==> src/logic/dpso_pkg.sv <==
/*
   dpso_pkg: constants, register map and carrier types of the drive
   protection and status-output block.
   assumes: 200 MHz pclk, apb slave with 32-bit data.
*/
package dpso_pkg;

   ////////////////////////////////////////////////////////////////////////////
   // register byte offsets
   localparam logic [7:0] DPSO_CTRL_OFS = 8'h00;    // enables and mode
   localparam logic [7:0] DPSO_DUTY_OFS = 8'h04;    // square-wave duty
   localparam logic [7:0] DPSO_OLTH_OFS = 8'h08;    // overload threshold
   localparam logic [7:0] DPSO_OLFT_OFS = 8'h0c;    // overload filter time
   localparam logic [7:0] DPSO_GRAV_OFS = 8'h10;    // gravity torque offset
   localparam logic [7:0] DPSO_STAT_OFS = 8'h14;    // status, read only
   localparam logic [7:0] DPSO_ACODE_OFS = 8'h18;   // active alarm code

   // control field positions
   localparam int DPSO_CTRL_PL_BIT = 0;     // phase-loss enable
   localparam int DPSO_CTRL_EB_BIT = 1;     // encoder-break enable
   localparam int DPSO_CTRL_SQ_BIT = 2;     // fault output square mode

   // reset values
   localparam logic DPSO_PL_EN_RST = 1'b1;
   localparam logic DPSO_EB_EN_RST = 1'b1;
   localparam logic [6:0] DPSO_DUTY_RST = 7'h64;        // 100 percent
   localparam logic [6:0] DPSO_DUTY_MIN = 7'h01;
   localparam logic [6:0] DPSO_DUTY_MAX = 7'h64;
   localparam logic [9:0] DPSO_OLTH_RST = 10'h078;      // 120 percent
   localparam logic [9:0] DPSO_OLTH_MAX = 10'h320;      // 800 percent
   localparam logic [9:0] DPSO_OLFT_RST = 10'h00a;      // 10 x 10 ms
   localparam logic [9:0] DPSO_OLFT_MAX = 10'h3e8;      // 1000
   localparam logic signed [10:0] DPSO_GRAV_MAX = 11'sd1000;
   localparam logic signed [10:0] DPSO_GRAV_MIN = -11'sd1000;

   // alarm codes as shown on the display
   localparam logic [7:0] DPSO_PHASE_LOSS_ALARM_CODE = 8'h06;
   localparam logic [7:0] DPSO_ENCODER_BREAK_ALARM_CODE = 8'h11;

   // timing
   localparam int DPSO_CLK_MHZ = 200;
   localparam int DPSO_FILT_UNIT_MS = 10;
   localparam int DPSO_FILT_UNIT_CYC = DPSO_FILT_UNIT_MS * 1000 * DPSO_CLK_MHZ;
   localparam int DPSO_SQ_PERIOD_US = 1000;
   localparam int DPSO_SQ_PERIOD_CYC = DPSO_SQ_PERIOD_US * DPSO_CLK_MHZ;

   ////////////////////////////////////////////////////////////////////////////
   // settings carried from the register file to the logic
   typedef struct packed {
      logic pl_en;               // phase-loss protect enable
      logic eb_en;               // encoder-break protect enable
      logic sq_mode;             // fault output as square wave
      logic [6:0] duty;          // duty in percent
      logic [9:0] ol_thresh;     // overload threshold percent
      logic [9:0] ol_filt;       // filter time in 10 ms units
      logic signed [10:0] grav;  // gravity offset, 0.1 percent rated
   } dpso_cfg_t;

   // plant condition inputs
   typedef struct packed {
      logic phase_lost;          // supply phase missing
      logic enc_broken;          // encoder cable break or miswire
      logic other_fault;         // any other drive fault
      logic ctrl_pwr_ok;         // control supply normal
      logic main_pwr_ok;         // main supply normal
      logic cmd_ready;           // able to accept commands
      logic speed_limited;       // speed clamp active, either direction
   } dpso_cond_t;

endpackage : dpso_pkg

==> src/logic/dpso_sq_gen.sv <==
/*
   dpso_sq_gen: fixed-period square wave whose high time is a percentage.
   assumes: duty already clamped to 1..100 by the caller.
*/
`timescale 1ns/1ps
module dpso_sq_gen
   import dpso_pkg::*;
#(
   parameter int PERIOD_CYC = DPSO_SQ_PERIOD_CYC
) (
   input wire logic pclk,
   input wire logic presetn,
   input wire logic ce,
   input wire logic [6:0] duty,
   output logic wave
);
   localparam int STEP = PERIOD_CYC / 100;    // cycles per percent
   logic [31:0] cnt;                          // position in period
   logic [31:0] high_cyc;                     // high time in cycles

   ////////////////////////////////////////////////////////////////////////////
   // period counter; free-running so duty changes act at once
   always_ff @(posedge pclk or negedge presetn) begin
      if (!presetn) begin
         cnt <= 32'h0;
      end else if (ce) begin
         if (cnt >= 32'(PERIOD_CYC - 1)) begin
            cnt <= 32'h0;
         end else begin
            cnt <= cnt + 32'h1;
         end
      end
   end

   // high for duty percent of the period
   assign high_cyc = 32'(duty) * 32'(STEP);
   always_ff @(posedge pclk or negedge presetn) begin
      if (!presetn) begin
         wave <= 1'b1;
      end else if (ce) begin
         wave <= (cnt < high_cyc);
      end
   end

endmodule : dpso_sq_gen

==> src/logic/dpso_ol_filt.sv <==
/*
   dpso_ol_filt: overload warning with a qualifying filter time.
   assumes: current and threshold in the same percent scale.
*/
`timescale 1ns/1ps
module dpso_ol_filt
   import dpso_pkg::*;
#(
   parameter int UNIT_CYC = DPSO_FILT_UNIT_CYC
) (
   input wire logic pclk,
   input wire logic presetn,
   input wire logic ce,
   input wire logic [9:0] current,
   input wire logic [9:0] thresh,
   input wire logic [9:0] filt,
   output logic warn
);
   logic over;              // current at or above threshold
   logic [31:0] sub_cnt;    // cycles within one 10 ms unit
   logic [9:0] unit_cnt;    // elapsed units
   logic unit_tick;         // end of a unit

   assign over = (current >= thresh);
   assign unit_tick = (sub_cnt >= 32'(UNIT_CYC - 1));

   ////////////////////////////////////////////////////////////////////////////
   // elapsed-time counters; any dip below restarts them
   always_ff @(posedge pclk or negedge presetn) begin
      if (!presetn) begin
         sub_cnt <= 32'h0;
         unit_cnt <= 10'h0;
      end else if (ce) begin
         if (!over) begin
            sub_cnt <= 32'h0;
            unit_cnt <= 10'h0;
         end else if (unit_cnt < filt) begin
            if (unit_tick) begin
               sub_cnt <= 32'h0;
               unit_cnt <= unit_cnt + 10'h1;
            end else begin
               sub_cnt <= sub_cnt + 32'h1;
            end
         end
      end
   end

   // warn once the filter has run out with current still high
   always_ff @(posedge pclk or negedge presetn) begin
      if (!presetn) begin
         warn <= 1'b0;
      end else if (ce) begin
         warn <= over && (unit_cnt >= filt);
      end
   end

   a_ol_clear_below: assert property (@(posedge pclk) disable iff (!presetn)
      ce && !over |=> !warn) else $error("warning held with current below threshold");
   a_ol_needs_over: assert property (@(posedge pclk) disable iff (!presetn)
      $rose(warn) |-> $past(over)) else $error("warning rose without overcurrent");

endmodule : dpso_ol_filt

==> src/logic/dpso_top.sv <==
/*
   dpso_top: protection alarms and discrete status outputs of the drive,
   with an apb register file for the settings.
   assumes: plant conditions and current are synchronous to pclk.
*/
// The address map and the APB register port were chosen for this implementation.
`timescale 1ns/1ps
module dpso_top
   import dpso_pkg::*;
#(
   parameter int SQ_PERIOD_CYC = DPSO_SQ_PERIOD_CYC,
   parameter int FILT_UNIT_CYC = DPSO_FILT_UNIT_CYC
) (
   input wire logic pclk,
   input wire logic presetn,
   input wire logic ce,
   // apb slave
   input wire logic psel,
   input wire logic penable,
   input wire logic pwrite,
   input wire logic [7:0] paddr,
   input wire logic [31:0] pwdata,
   output logic [31:0] prdata,
   output logic pready,
   output logic pslverr,
   // plant side
   input wire dpso_cond_t cond,
   input wire logic [9:0] out_current,
   // discrete outputs
   output logic fault_alarm_output,
   output logic drive_ready_output,
   output logic overload_warning_output,
   output logic speed_limit_output,
   output logic signed [10:0] gravity_torque_offset,
   output logic [7:0] alarm_code
);

   ////////////////////////////////////////////////////////////////////////////
   // register state
   dpso_cfg_t cfg;           // settings from software
   logic phase_alarm;        // latched phase-loss alarm
   logic enc_alarm;          // latched encoder-break alarm
   logic any_fault;          // any alarm present
   logic sq_wave;            // square wave from generator
   logic ol_warn;            // filtered overload warning
   logic wr_en;              // apb write strike
   logic rd_en;              // apb read strike
   logic addr_ok;            // address maps to a register
   logic [31:0] next_rdata;  // read mux

   // one-cycle access phase: always ready
   assign pready = 1'b1;
   assign wr_en = psel && penable && pwrite && ce;
   // read data is loaded in the setup cycle so that it already stands at the access edge
   assign rd_en = psel && !penable && !pwrite && ce;

   always_comb begin
      addr_ok = 1'b1;
      next_rdata = 32'h0;
      unique case (paddr)
         DPSO_CTRL_OFS: next_rdata = {29'h0, cfg.sq_mode, cfg.eb_en, cfg.pl_en};
         DPSO_DUTY_OFS: next_rdata = {25'h0, cfg.duty};
         DPSO_OLTH_OFS: next_rdata = {22'h0, cfg.ol_thresh};
         DPSO_OLFT_OFS: next_rdata = {22'h0, cfg.ol_filt};
         DPSO_GRAV_OFS: next_rdata = {{21{cfg.grav[10]}}, cfg.grav};
         DPSO_STAT_OFS: next_rdata = {26'h0, speed_limit_output, overload_warning_output,
                                      drive_ready_output, fault_alarm_output, enc_alarm, phase_alarm};
         DPSO_ACODE_OFS: next_rdata = {24'h0, alarm_code};
         default: addr_ok = 1'b0;  // unmapped: error, zero data
      endcase
   end

   // error only during the access phase of an unmapped address
   assign pslverr = psel && penable && !addr_ok;

   ////////////////////////////////////////////////////////////////////////////
   // read data register, loaded at the setup edge; the master holds the
   // address through the access phase, so the word matches what it asked for
   always_ff @(posedge pclk or negedge presetn) begin
      if (!presetn) begin
         prdata <= 32'h0;
      end else if (rd_en) begin
         prdata <= next_rdata;
      end
   end

   ////////////////////////////////////////////////////////////////////////////
   // settings; out-of-range writes are clamped so the hardware
   // never runs on a value the setting range forbids
   always_ff @(posedge pclk or negedge presetn) begin
      if (!presetn) begin
         cfg.pl_en <= DPSO_PL_EN_RST;
         cfg.eb_en <= DPSO_EB_EN_RST;
         cfg.sq_mode <= 1'b0;
         cfg.duty <= DPSO_DUTY_RST;
         cfg.ol_thresh <= DPSO_OLTH_RST;
         cfg.ol_filt <= DPSO_OLFT_RST;
         cfg.grav <= 11'sd0;
      end else if (wr_en) begin
         unique case (paddr)
            DPSO_CTRL_OFS: begin
               cfg.pl_en <= pwdata[DPSO_CTRL_PL_BIT];
               cfg.eb_en <= pwdata[DPSO_CTRL_EB_BIT];
               cfg.sq_mode <= pwdata[DPSO_CTRL_SQ_BIT];
            end
            DPSO_DUTY_OFS: begin
               if (pwdata[6:0] < DPSO_DUTY_MIN || pwdata[31:7] != 25'h0) begin
                  cfg.duty <= (pwdata[31:7] != 25'h0) ? DPSO_DUTY_MAX : DPSO_DUTY_MIN;
               end else if (pwdata[6:0] > DPSO_DUTY_MAX) begin
                  cfg.duty <= DPSO_DUTY_MAX;
               end else begin
                  cfg.duty <= pwdata[6:0];
               end
            end
            DPSO_OLTH_OFS: begin
               cfg.ol_thresh <= (pwdata > 32'(DPSO_OLTH_MAX)) ? DPSO_OLTH_MAX : pwdata[9:0];
            end
            DPSO_OLFT_OFS: begin
               cfg.ol_filt <= (pwdata > 32'(DPSO_OLFT_MAX)) ? DPSO_OLFT_MAX : pwdata[9:0];
            end
            DPSO_GRAV_OFS: begin
               if ($signed(pwdata) > 32'(DPSO_GRAV_MAX)) begin
                  cfg.grav <= DPSO_GRAV_MAX;
               end else if ($signed(pwdata) < $signed(32'(DPSO_GRAV_MIN))) begin
                  cfg.grav <= DPSO_GRAV_MIN;
               end else begin
                  cfg.grav <= pwdata[10:0];
               end
            end
            default: begin
            end
         endcase
      end
   end

   ////////////////////////////////////////////////////////////////////////////
   // protection alarms; an alarm stays until reset because the
   // drive must be serviced, while disabling the protection drops it
   always_ff @(posedge pclk or negedge presetn) begin
      if (!presetn) begin
         phase_alarm <= 1'b0;
      end else if (ce) begin
         if (!cfg.pl_en) begin
            phase_alarm <= 1'b0;
         end else if (cond.phase_lost) begin
            phase_alarm <= 1'b1;
         end
      end
   end

   always_ff @(posedge pclk or negedge presetn) begin
      if (!presetn) begin
         enc_alarm <= 1'b0;
      end else if (ce) begin
         if (!cfg.eb_en) begin
            enc_alarm <= 1'b0;
         end else if (cond.enc_broken) begin
            enc_alarm <= 1'b1;
         end
      end
   end

   // displayed code: phase loss has priority as the supply fault
   always_ff @(posedge pclk or negedge presetn) begin
      if (!presetn) begin
         alarm_code <= 8'h00;
      end else if (ce) begin
         if (phase_alarm) begin
            alarm_code <= DPSO_PHASE_LOSS_ALARM_CODE;
         end else if (enc_alarm) begin
            alarm_code <= DPSO_ENCODER_BREAK_ALARM_CODE;
         end else begin
            alarm_code <= 8'h00;
         end
      end
   end

   assign any_fault = phase_alarm || enc_alarm || cond.other_fault;

   ////////////////////////////////////////////////////////////////////////////
   // fault output; in square mode the healthy state toggles at the duty
   dpso_sq_gen #(
      .PERIOD_CYC(SQ_PERIOD_CYC)
   ) u_sq (
      .pclk(pclk),
      .presetn(presetn),
      .ce(ce),
      .duty(cfg.duty),
      .wave(sq_wave)
   );

   always_ff @(posedge pclk or negedge presetn) begin
      if (!presetn) begin
         fault_alarm_output <= 1'b0;
      end else if (ce) begin
         if (any_fault) begin
            fault_alarm_output <= 1'b0;
         end else begin
            fault_alarm_output <= cfg.sq_mode ? sq_wave : 1'b1;
         end
      end
   end

   // ready output
   always_ff @(posedge pclk or negedge presetn) begin
      if (!presetn) begin
         drive_ready_output <= 1'b0;
      end else if (ce) begin
         drive_ready_output <= cond.cmd_ready && cond.ctrl_pwr_ok && cond.main_pwr_ok && !any_fault;
      end
   end

   ////////////////////////////////////////////////////////////////////////////
   // overload warning with filter
   dpso_ol_filt #(
      .UNIT_CYC(FILT_UNIT_CYC)
   ) u_ol (
      .pclk(pclk),
      .presetn(presetn),
      .ce(ce),
      .current(out_current),
      .thresh(cfg.ol_thresh),
      .filt(cfg.ol_filt),
      .warn(ol_warn)
   );
   assign overload_warning_output = ol_warn;

   // speed-limit indication and gravity offset, registered
   always_ff @(posedge pclk or negedge presetn) begin
      if (!presetn) begin
         speed_limit_output <= 1'b0;
         gravity_torque_offset <= 11'sd0;
      end else if (ce) begin
         speed_limit_output <= cond.speed_limited;
         gravity_torque_offset <= cfg.grav;
      end
   end

   ////////////////////////////////////////////////////////////////////////////
   // checks
   a_phase_alarm_set: assert property (@(posedge pclk) disable iff (!presetn)
      ce && cfg.pl_en && cond.phase_lost |=> phase_alarm) else $error("phase loss not alarmed");
   a_phase_disabled: assert property (@(posedge pclk) disable iff (!presetn)
      ce && !cfg.pl_en |=> !phase_alarm) else $error("phase alarm while disabled");
   a_enc_alarm_set: assert property (@(posedge pclk) disable iff (!presetn)
      ce && cfg.eb_en && cond.enc_broken |=> enc_alarm) else $error("encoder break not alarmed");
   a_enc_disabled: assert property (@(posedge pclk) disable iff (!presetn)
      ce && !cfg.eb_en |=> !enc_alarm) else $error("encoder alarm while disabled");
   a_fault_out_off: assert property (@(posedge pclk) disable iff (!presetn)
      ce && any_fault |=> !fault_alarm_output) else $error("fault output on during fault");
   a_fault_level_on: assert property (@(posedge pclk) disable iff (!presetn)
      ce && !any_fault && !cfg.sq_mode |=> fault_alarm_output) else $error("level mode not on");
   a_ready_gate: assert property (@(posedge pclk) disable iff (!presetn)
      drive_ready_output |-> $past(!any_fault && cond.main_pwr_ok)) else $error("ready during alarm");
   a_duty_range: assert property (@(posedge pclk) disable iff (!presetn)
      cfg.duty >= DPSO_DUTY_MIN && cfg.duty <= DPSO_DUTY_MAX) else $error("duty out of range");
   a_speed_limit: assert property (@(posedge pclk) disable iff (!presetn)
      ce |=> speed_limit_output == $past(cond.speed_limited)) else $error("speed limit output lag");
   a_grav_range: assert property (@(posedge pclk) disable iff (!presetn)
      gravity_torque_offset <= DPSO_GRAV_MAX && gravity_torque_offset >= DPSO_GRAV_MIN)
      else $error("gravity offset out of range");

endmodule : dpso_top

==> config.mk <==
export PLATFORM = sky130hd
export DESIGN_NAME = dpso_top
export DESIGN_NICKNAME = d
export VERILOG_FILES = /design/src/logic/dpso_pkg.sv /design/src/logic/dpso_sq_gen.sv /design/src/logic/dpso_ol_filt.sv /design/src/logic/dpso_top.sv
export SDC_FILE = /design/constraint.sdc
export NUM_CORES = 1
export LEC_CHECK = 0
export ABC_AREA = 1
export BUFFER_PORTS_ARGS = -buffer_cell sky130_fd_sc_hd__buf_2
export CAP_MARGIN = 10
export CORE_MARGIN = 4
export CORE_UTILIZATION = 60
export DETAILED_ROUTE_END_ITERATION = 8
export GPL_TIMING_DRIVEN = 0
export PLACE_DENSITY = 0.79
export RECOVER_POWER = 50
export SETUP_SLACK_MARGIN = 0.05
export SLEW_MARGIN = 30
export SYNTH_ARGS = -nofsm -noshare
export SYNTH_HDL_FRONTEND = slang
export SYNTH_SLANG_ARGS = --single-unit
==> constraint.sdc <==
create_clock -name pclk -period 10.4 [get_ports pclk]
set_input_delay 2.08 -clock pclk [delete_from_list [all_inputs] [get_ports pclk]]
set_output_delay 2.08 -clock pclk [all_outputs]
set_load 0.01 [all_outputs]
==> summary.md <==
| Metric | Value |
|---|---|
| Antenna diodes | 0 |
| Largest net degree at the start of global routing | between 80 and 90 |
| Die X | about 140 um |
| GP Congestion | 0.9170 |
| Vias | 9414 |
| Storage cell area | 3669 um2 |
| Met1 Use GR | between 30% and 40% |
| Cells after DPL | 1698 |
| Main combinational cell family by area after synthesis | simple AND/OR/NAND/NOR gates |
| Worst path cell trace | fa_1, fa_1, inv_1, fa_1, fa_1, inv_1, ha_1, a21oi_1, o21ai_0, a21oi_1, nor2_1, nor2_1, xor2_1, ha_1, a21oi_1, o21ai_0, a21oi_1, nand2_1, nand2_1, nand3_1, nand2_1 |
| Top_reg_cell synth | dfrtp_1 |
| Die Y | about 140 um |
| Hold Fails Final Rpt | 0 |
| Layout Utilization | between 70% and 80% |
| WL final | roughly 27 mm |
| Hold Buf Count CTS | 0 |
| Total CTS buffers | 17 |
| Status | finished, violations left |
| Fmax | around 200 MHz |
| Dpl hpwl | just over 20 mm |
| DR DRC count | 0 |
| Crit-path max cell delay | roughly 0.64 ns |
| Maximum VDD drop | 0.1285 mV |
| Register area share after synthesis | around 36% |
| Post-route ant nets | 0 |
| Drt first pass iters | 7 |
| Grt ovf | 0 |
| Clk_skew | around 0.009 ns |
| CP max FO | 7 |
| Post-synth EDFFs | 0 |
| Async SR Flop Fraction | 100.0% |
| Initial Utilization | between 60% and 70% |
| Initial antenna violation count | 0 |
| Synthesis-to-finish area growth | 14.08% |
| Via/cell ratio | approximately 5.4 |
| Share of cells above drive strength 1 | 16.95% |
| RSZ-0062 raised after global routing | false |
| Core ar. | between 15000 and 20000 um2 |
| Layout fillers | 1401 |
| Critical Path RT | about 11 ns |
| CTS sink count | about 150 |
| GR peak layer | met2 |
| # rows | 47 |
| # port buffers | about 110 |
| CTS resizes | 0 |
| Final min period | ~5 ns |
| Post-synthesis xor/xnor area fraction | about 2.1% |
| Clock buffer depth | 2 |
| CP Launch Type | flip-flop |
| Adder-cell share of the synthesized area | between 10% and 20% |
| Flop-to-flop setup slack | 5.40 ns |
| Simple-gate portion of the synthesized area | approximately 30% |
| Mapped cell area | a little over 10000 um2 |
| Cells after Synth | 1363 |
| Max Slew Vio Count | 61 |
| Yosys cell types | between 50 and 60 |
| Setup bufs post-CTS | 0 |
| First-pass GRT wire length | roughly 44 mm |
| Mux cell area share after synthesis | less than 1% |
| Design Power | about 1.5 mW |
| Pwr/cell area | 126.8 nW/um2 |
| Compound-Gate Fraction of Synth Area | around 7.8% |
| Wirelength per Cell | 15.39 um |
| WS Path Type | flip-flop to flip-flop |
| Global-route track usage on met3 | 4.972% |
| Die ar. | 19130 um2 |
| Final period util | 48.08% |
| Vias in the first global route | between 8000 and 9000 |
| Setup TNS | 0 ns |
| Gr usage total | 28.00% |
| Nets@finish | ~1600 |
| Least-Margin Pin Slew | 3.514 ns |
| # IOs | 120 |
| Leakage | 6.289 nW |
| Slew margin rel. | -134.3% |
| Final setup viols | 0 |
| Failing checks | max-capacitance violations, max-slew violations |
| Worst hold path type | flip-flop to flip-flop |
| Clk_lat worst skew | approximately 0.43 ns |
| Hold_ws | 0.4663 ns |
| Synth warn | 0 |
| Root Buffer | clkbuf_16 |
| Non-Filler Instances | approximately 1700 |
| Mean post-synth cell area | roughly 7.5 um2 |
| Synthesized flop and latch total | between 100 and 150 |
| CP Data Arrival Time | 5.37 ns |
| Number of DRC markers in iteration 0 | between 800 and 900 |
| Slowest stage cell, crit path | dfstp_2 |
| Area of the multi-input gates | 5319 um2 |
| Critical Path End Type | flip-flop |
| Clock transition at the registers of the reported paths | 0.07 ns |
| Met2 usage in global routing | 45.38% |
| CTS tree | built |
| CTS H-Tree Depth | 4 |
| Max cap viols | 1 |
-- routing by layer --
metal	part of all wire (%)	routed length (um)	up-vias
li1	-	-	4568
met1	42	11240	4379
met2	47	12390	407
met3	7.7	2044	60
met4	3.6	957	0
met5	0	0	-
-- synth_stat cells (4+ instances only) --
cell type / count / area, um2
nor2_4: 4 / 45.04
xor2_1: 22 / 192.7
nand2_1: 323 / 1212
inv_1: 207 / 777.0
fa_1: 18 / 360.4
clkbuf_1: 6 / 22.52
dfrtp_1: 134 / 3353
nor2_1: 170 / 638.1
nand4_1: 38 / 237.7
o21bai_1: 13 / 97.59
ha_1: 70 / 875.8
o21ai_0: 48 / 240.2
nor3_1: 30 / 150.1
buf_2: 13 / 65.06
dfstp_2: 12 / 315.3
a21oi_1: 35 / 175.2
nand3_1: 73 / 365.4
a31oi_1: 8 / 50.05
nand2_4: 4 / 45.04
o21ai_1: 5 / 25.02
inv_2: 5 / 18.77
nand2_2: 15 / 93.84
nor2_2: 19 / 118.9
buf_4: 32 / 240.2
o211ai_1: 4 / 30.03
o22ai_1: 11 / 68.82
-- power by group --
part	switching, mW	internal (mW)
Combinational	0.150	0.0904
Clock	0.275	0.341
Sequential	0.0256	0.591
-- cells by family (layout without fill, tap and decap cells) --
group / after synthesis / after routing
flops: 146 / 146
buf+inv: 271 / 415
compound gates: 137 / 137
fa+ha+maj: 88 / 88
simple gates: 694 / 694
other cells: 2 / 5
mux: 1 / 1
xor+xnor: 24 / 24
-- flip-flops by register name, summed over array words and instances (netlist names) --
register	count
cfg	41
u_ol.sub_cnt	32
u_sq.cnt	32
gravity_torque_offset	11
prdata	11
u_ol.unit_cnt	10
alarm_code	2
drive_ready_output	1
enc_alarm	1
fault_alarm_output	1
phase_alarm	1
speed_limit_output	1
u_ol.warn	1
u_sq.wave	1
-- final cells by class --
class | count | share of cell area, %
plain buffers | 58 | 3.316
clock buffers | 17 | 3.661
clock inverters | 15 | 1.400
inverters | 213 | 6.902
multi-input cells | 949 | 45.77
flip-flops and latches | 146 | 31.57
well taps | 220 | 2.369
repair buffers | 112 | 5.007
-- critical path: cells and delay by family (launching register included) --
family / cells / cell delay (ns)
adder cells (fa/ha/maj): 6 / 2.59
buffers and inverters: 2 / 0.09
AO/OA/AOI/OAI: 6 / 0.93
AND/OR/NAND/NOR: 6 / 0.48
flip-flops: 1 / 0.64
XOR/XNOR: 1 / 0.19
-- through the flow --
step	cell area [um2]	setup slack [ns]
after detailed placement	11070	5.425
after CTS	11650	5.413
after global routing	11620	4.950
after global placement	11030	5.079
final	11620	5.399
after floorplan	10200	5.725
-- placed cells by master (no fill, tap or decap), types with 19 or more instances in the layout --
cell     netlist  routed
nand2_1      323     323
inv_1        207     208
nor2_1       170     170
dfrtp_1      134     134
buf_2         13     120
nand3_1       73      73
ha_1          70      70
o21ai_0       48      48
nand4_1       38      38
a21oi_1       35      36
nor3_1        30      31
buf_4         32      31
xor2_1        22      22
nor2_2        19      19
-- worst paths after layout --
kind,startpoint,end,depth (start not counted)
max,cfg[33]$_DFFE_PN1P_,u_sq.wave$_DFFE_PN1P_,21
min,gravity_torque_offset[5]$_DFFE_PN0P_,gravity_torque_offset[5]$_DFFE_PN0P_,2
max reg2reg,cfg[33]$_DFFE_PN1P_,u_sq.wave$_DFFE_PN1P_,21
min reg2reg,gravity_torque_offset[5]$_DFFE_PN0P_,gravity_torque_offset[5]$_DFFE_PN0P_,2
max in group asynchronous,presetn,u_ol.unit_cnt[6]$_DFFE_PN0P_,1
min in group asynchronous,presetn,u_sq.cnt[13]$_DFFE_PN0P_,1
Power figures use the tool's default switching activity.
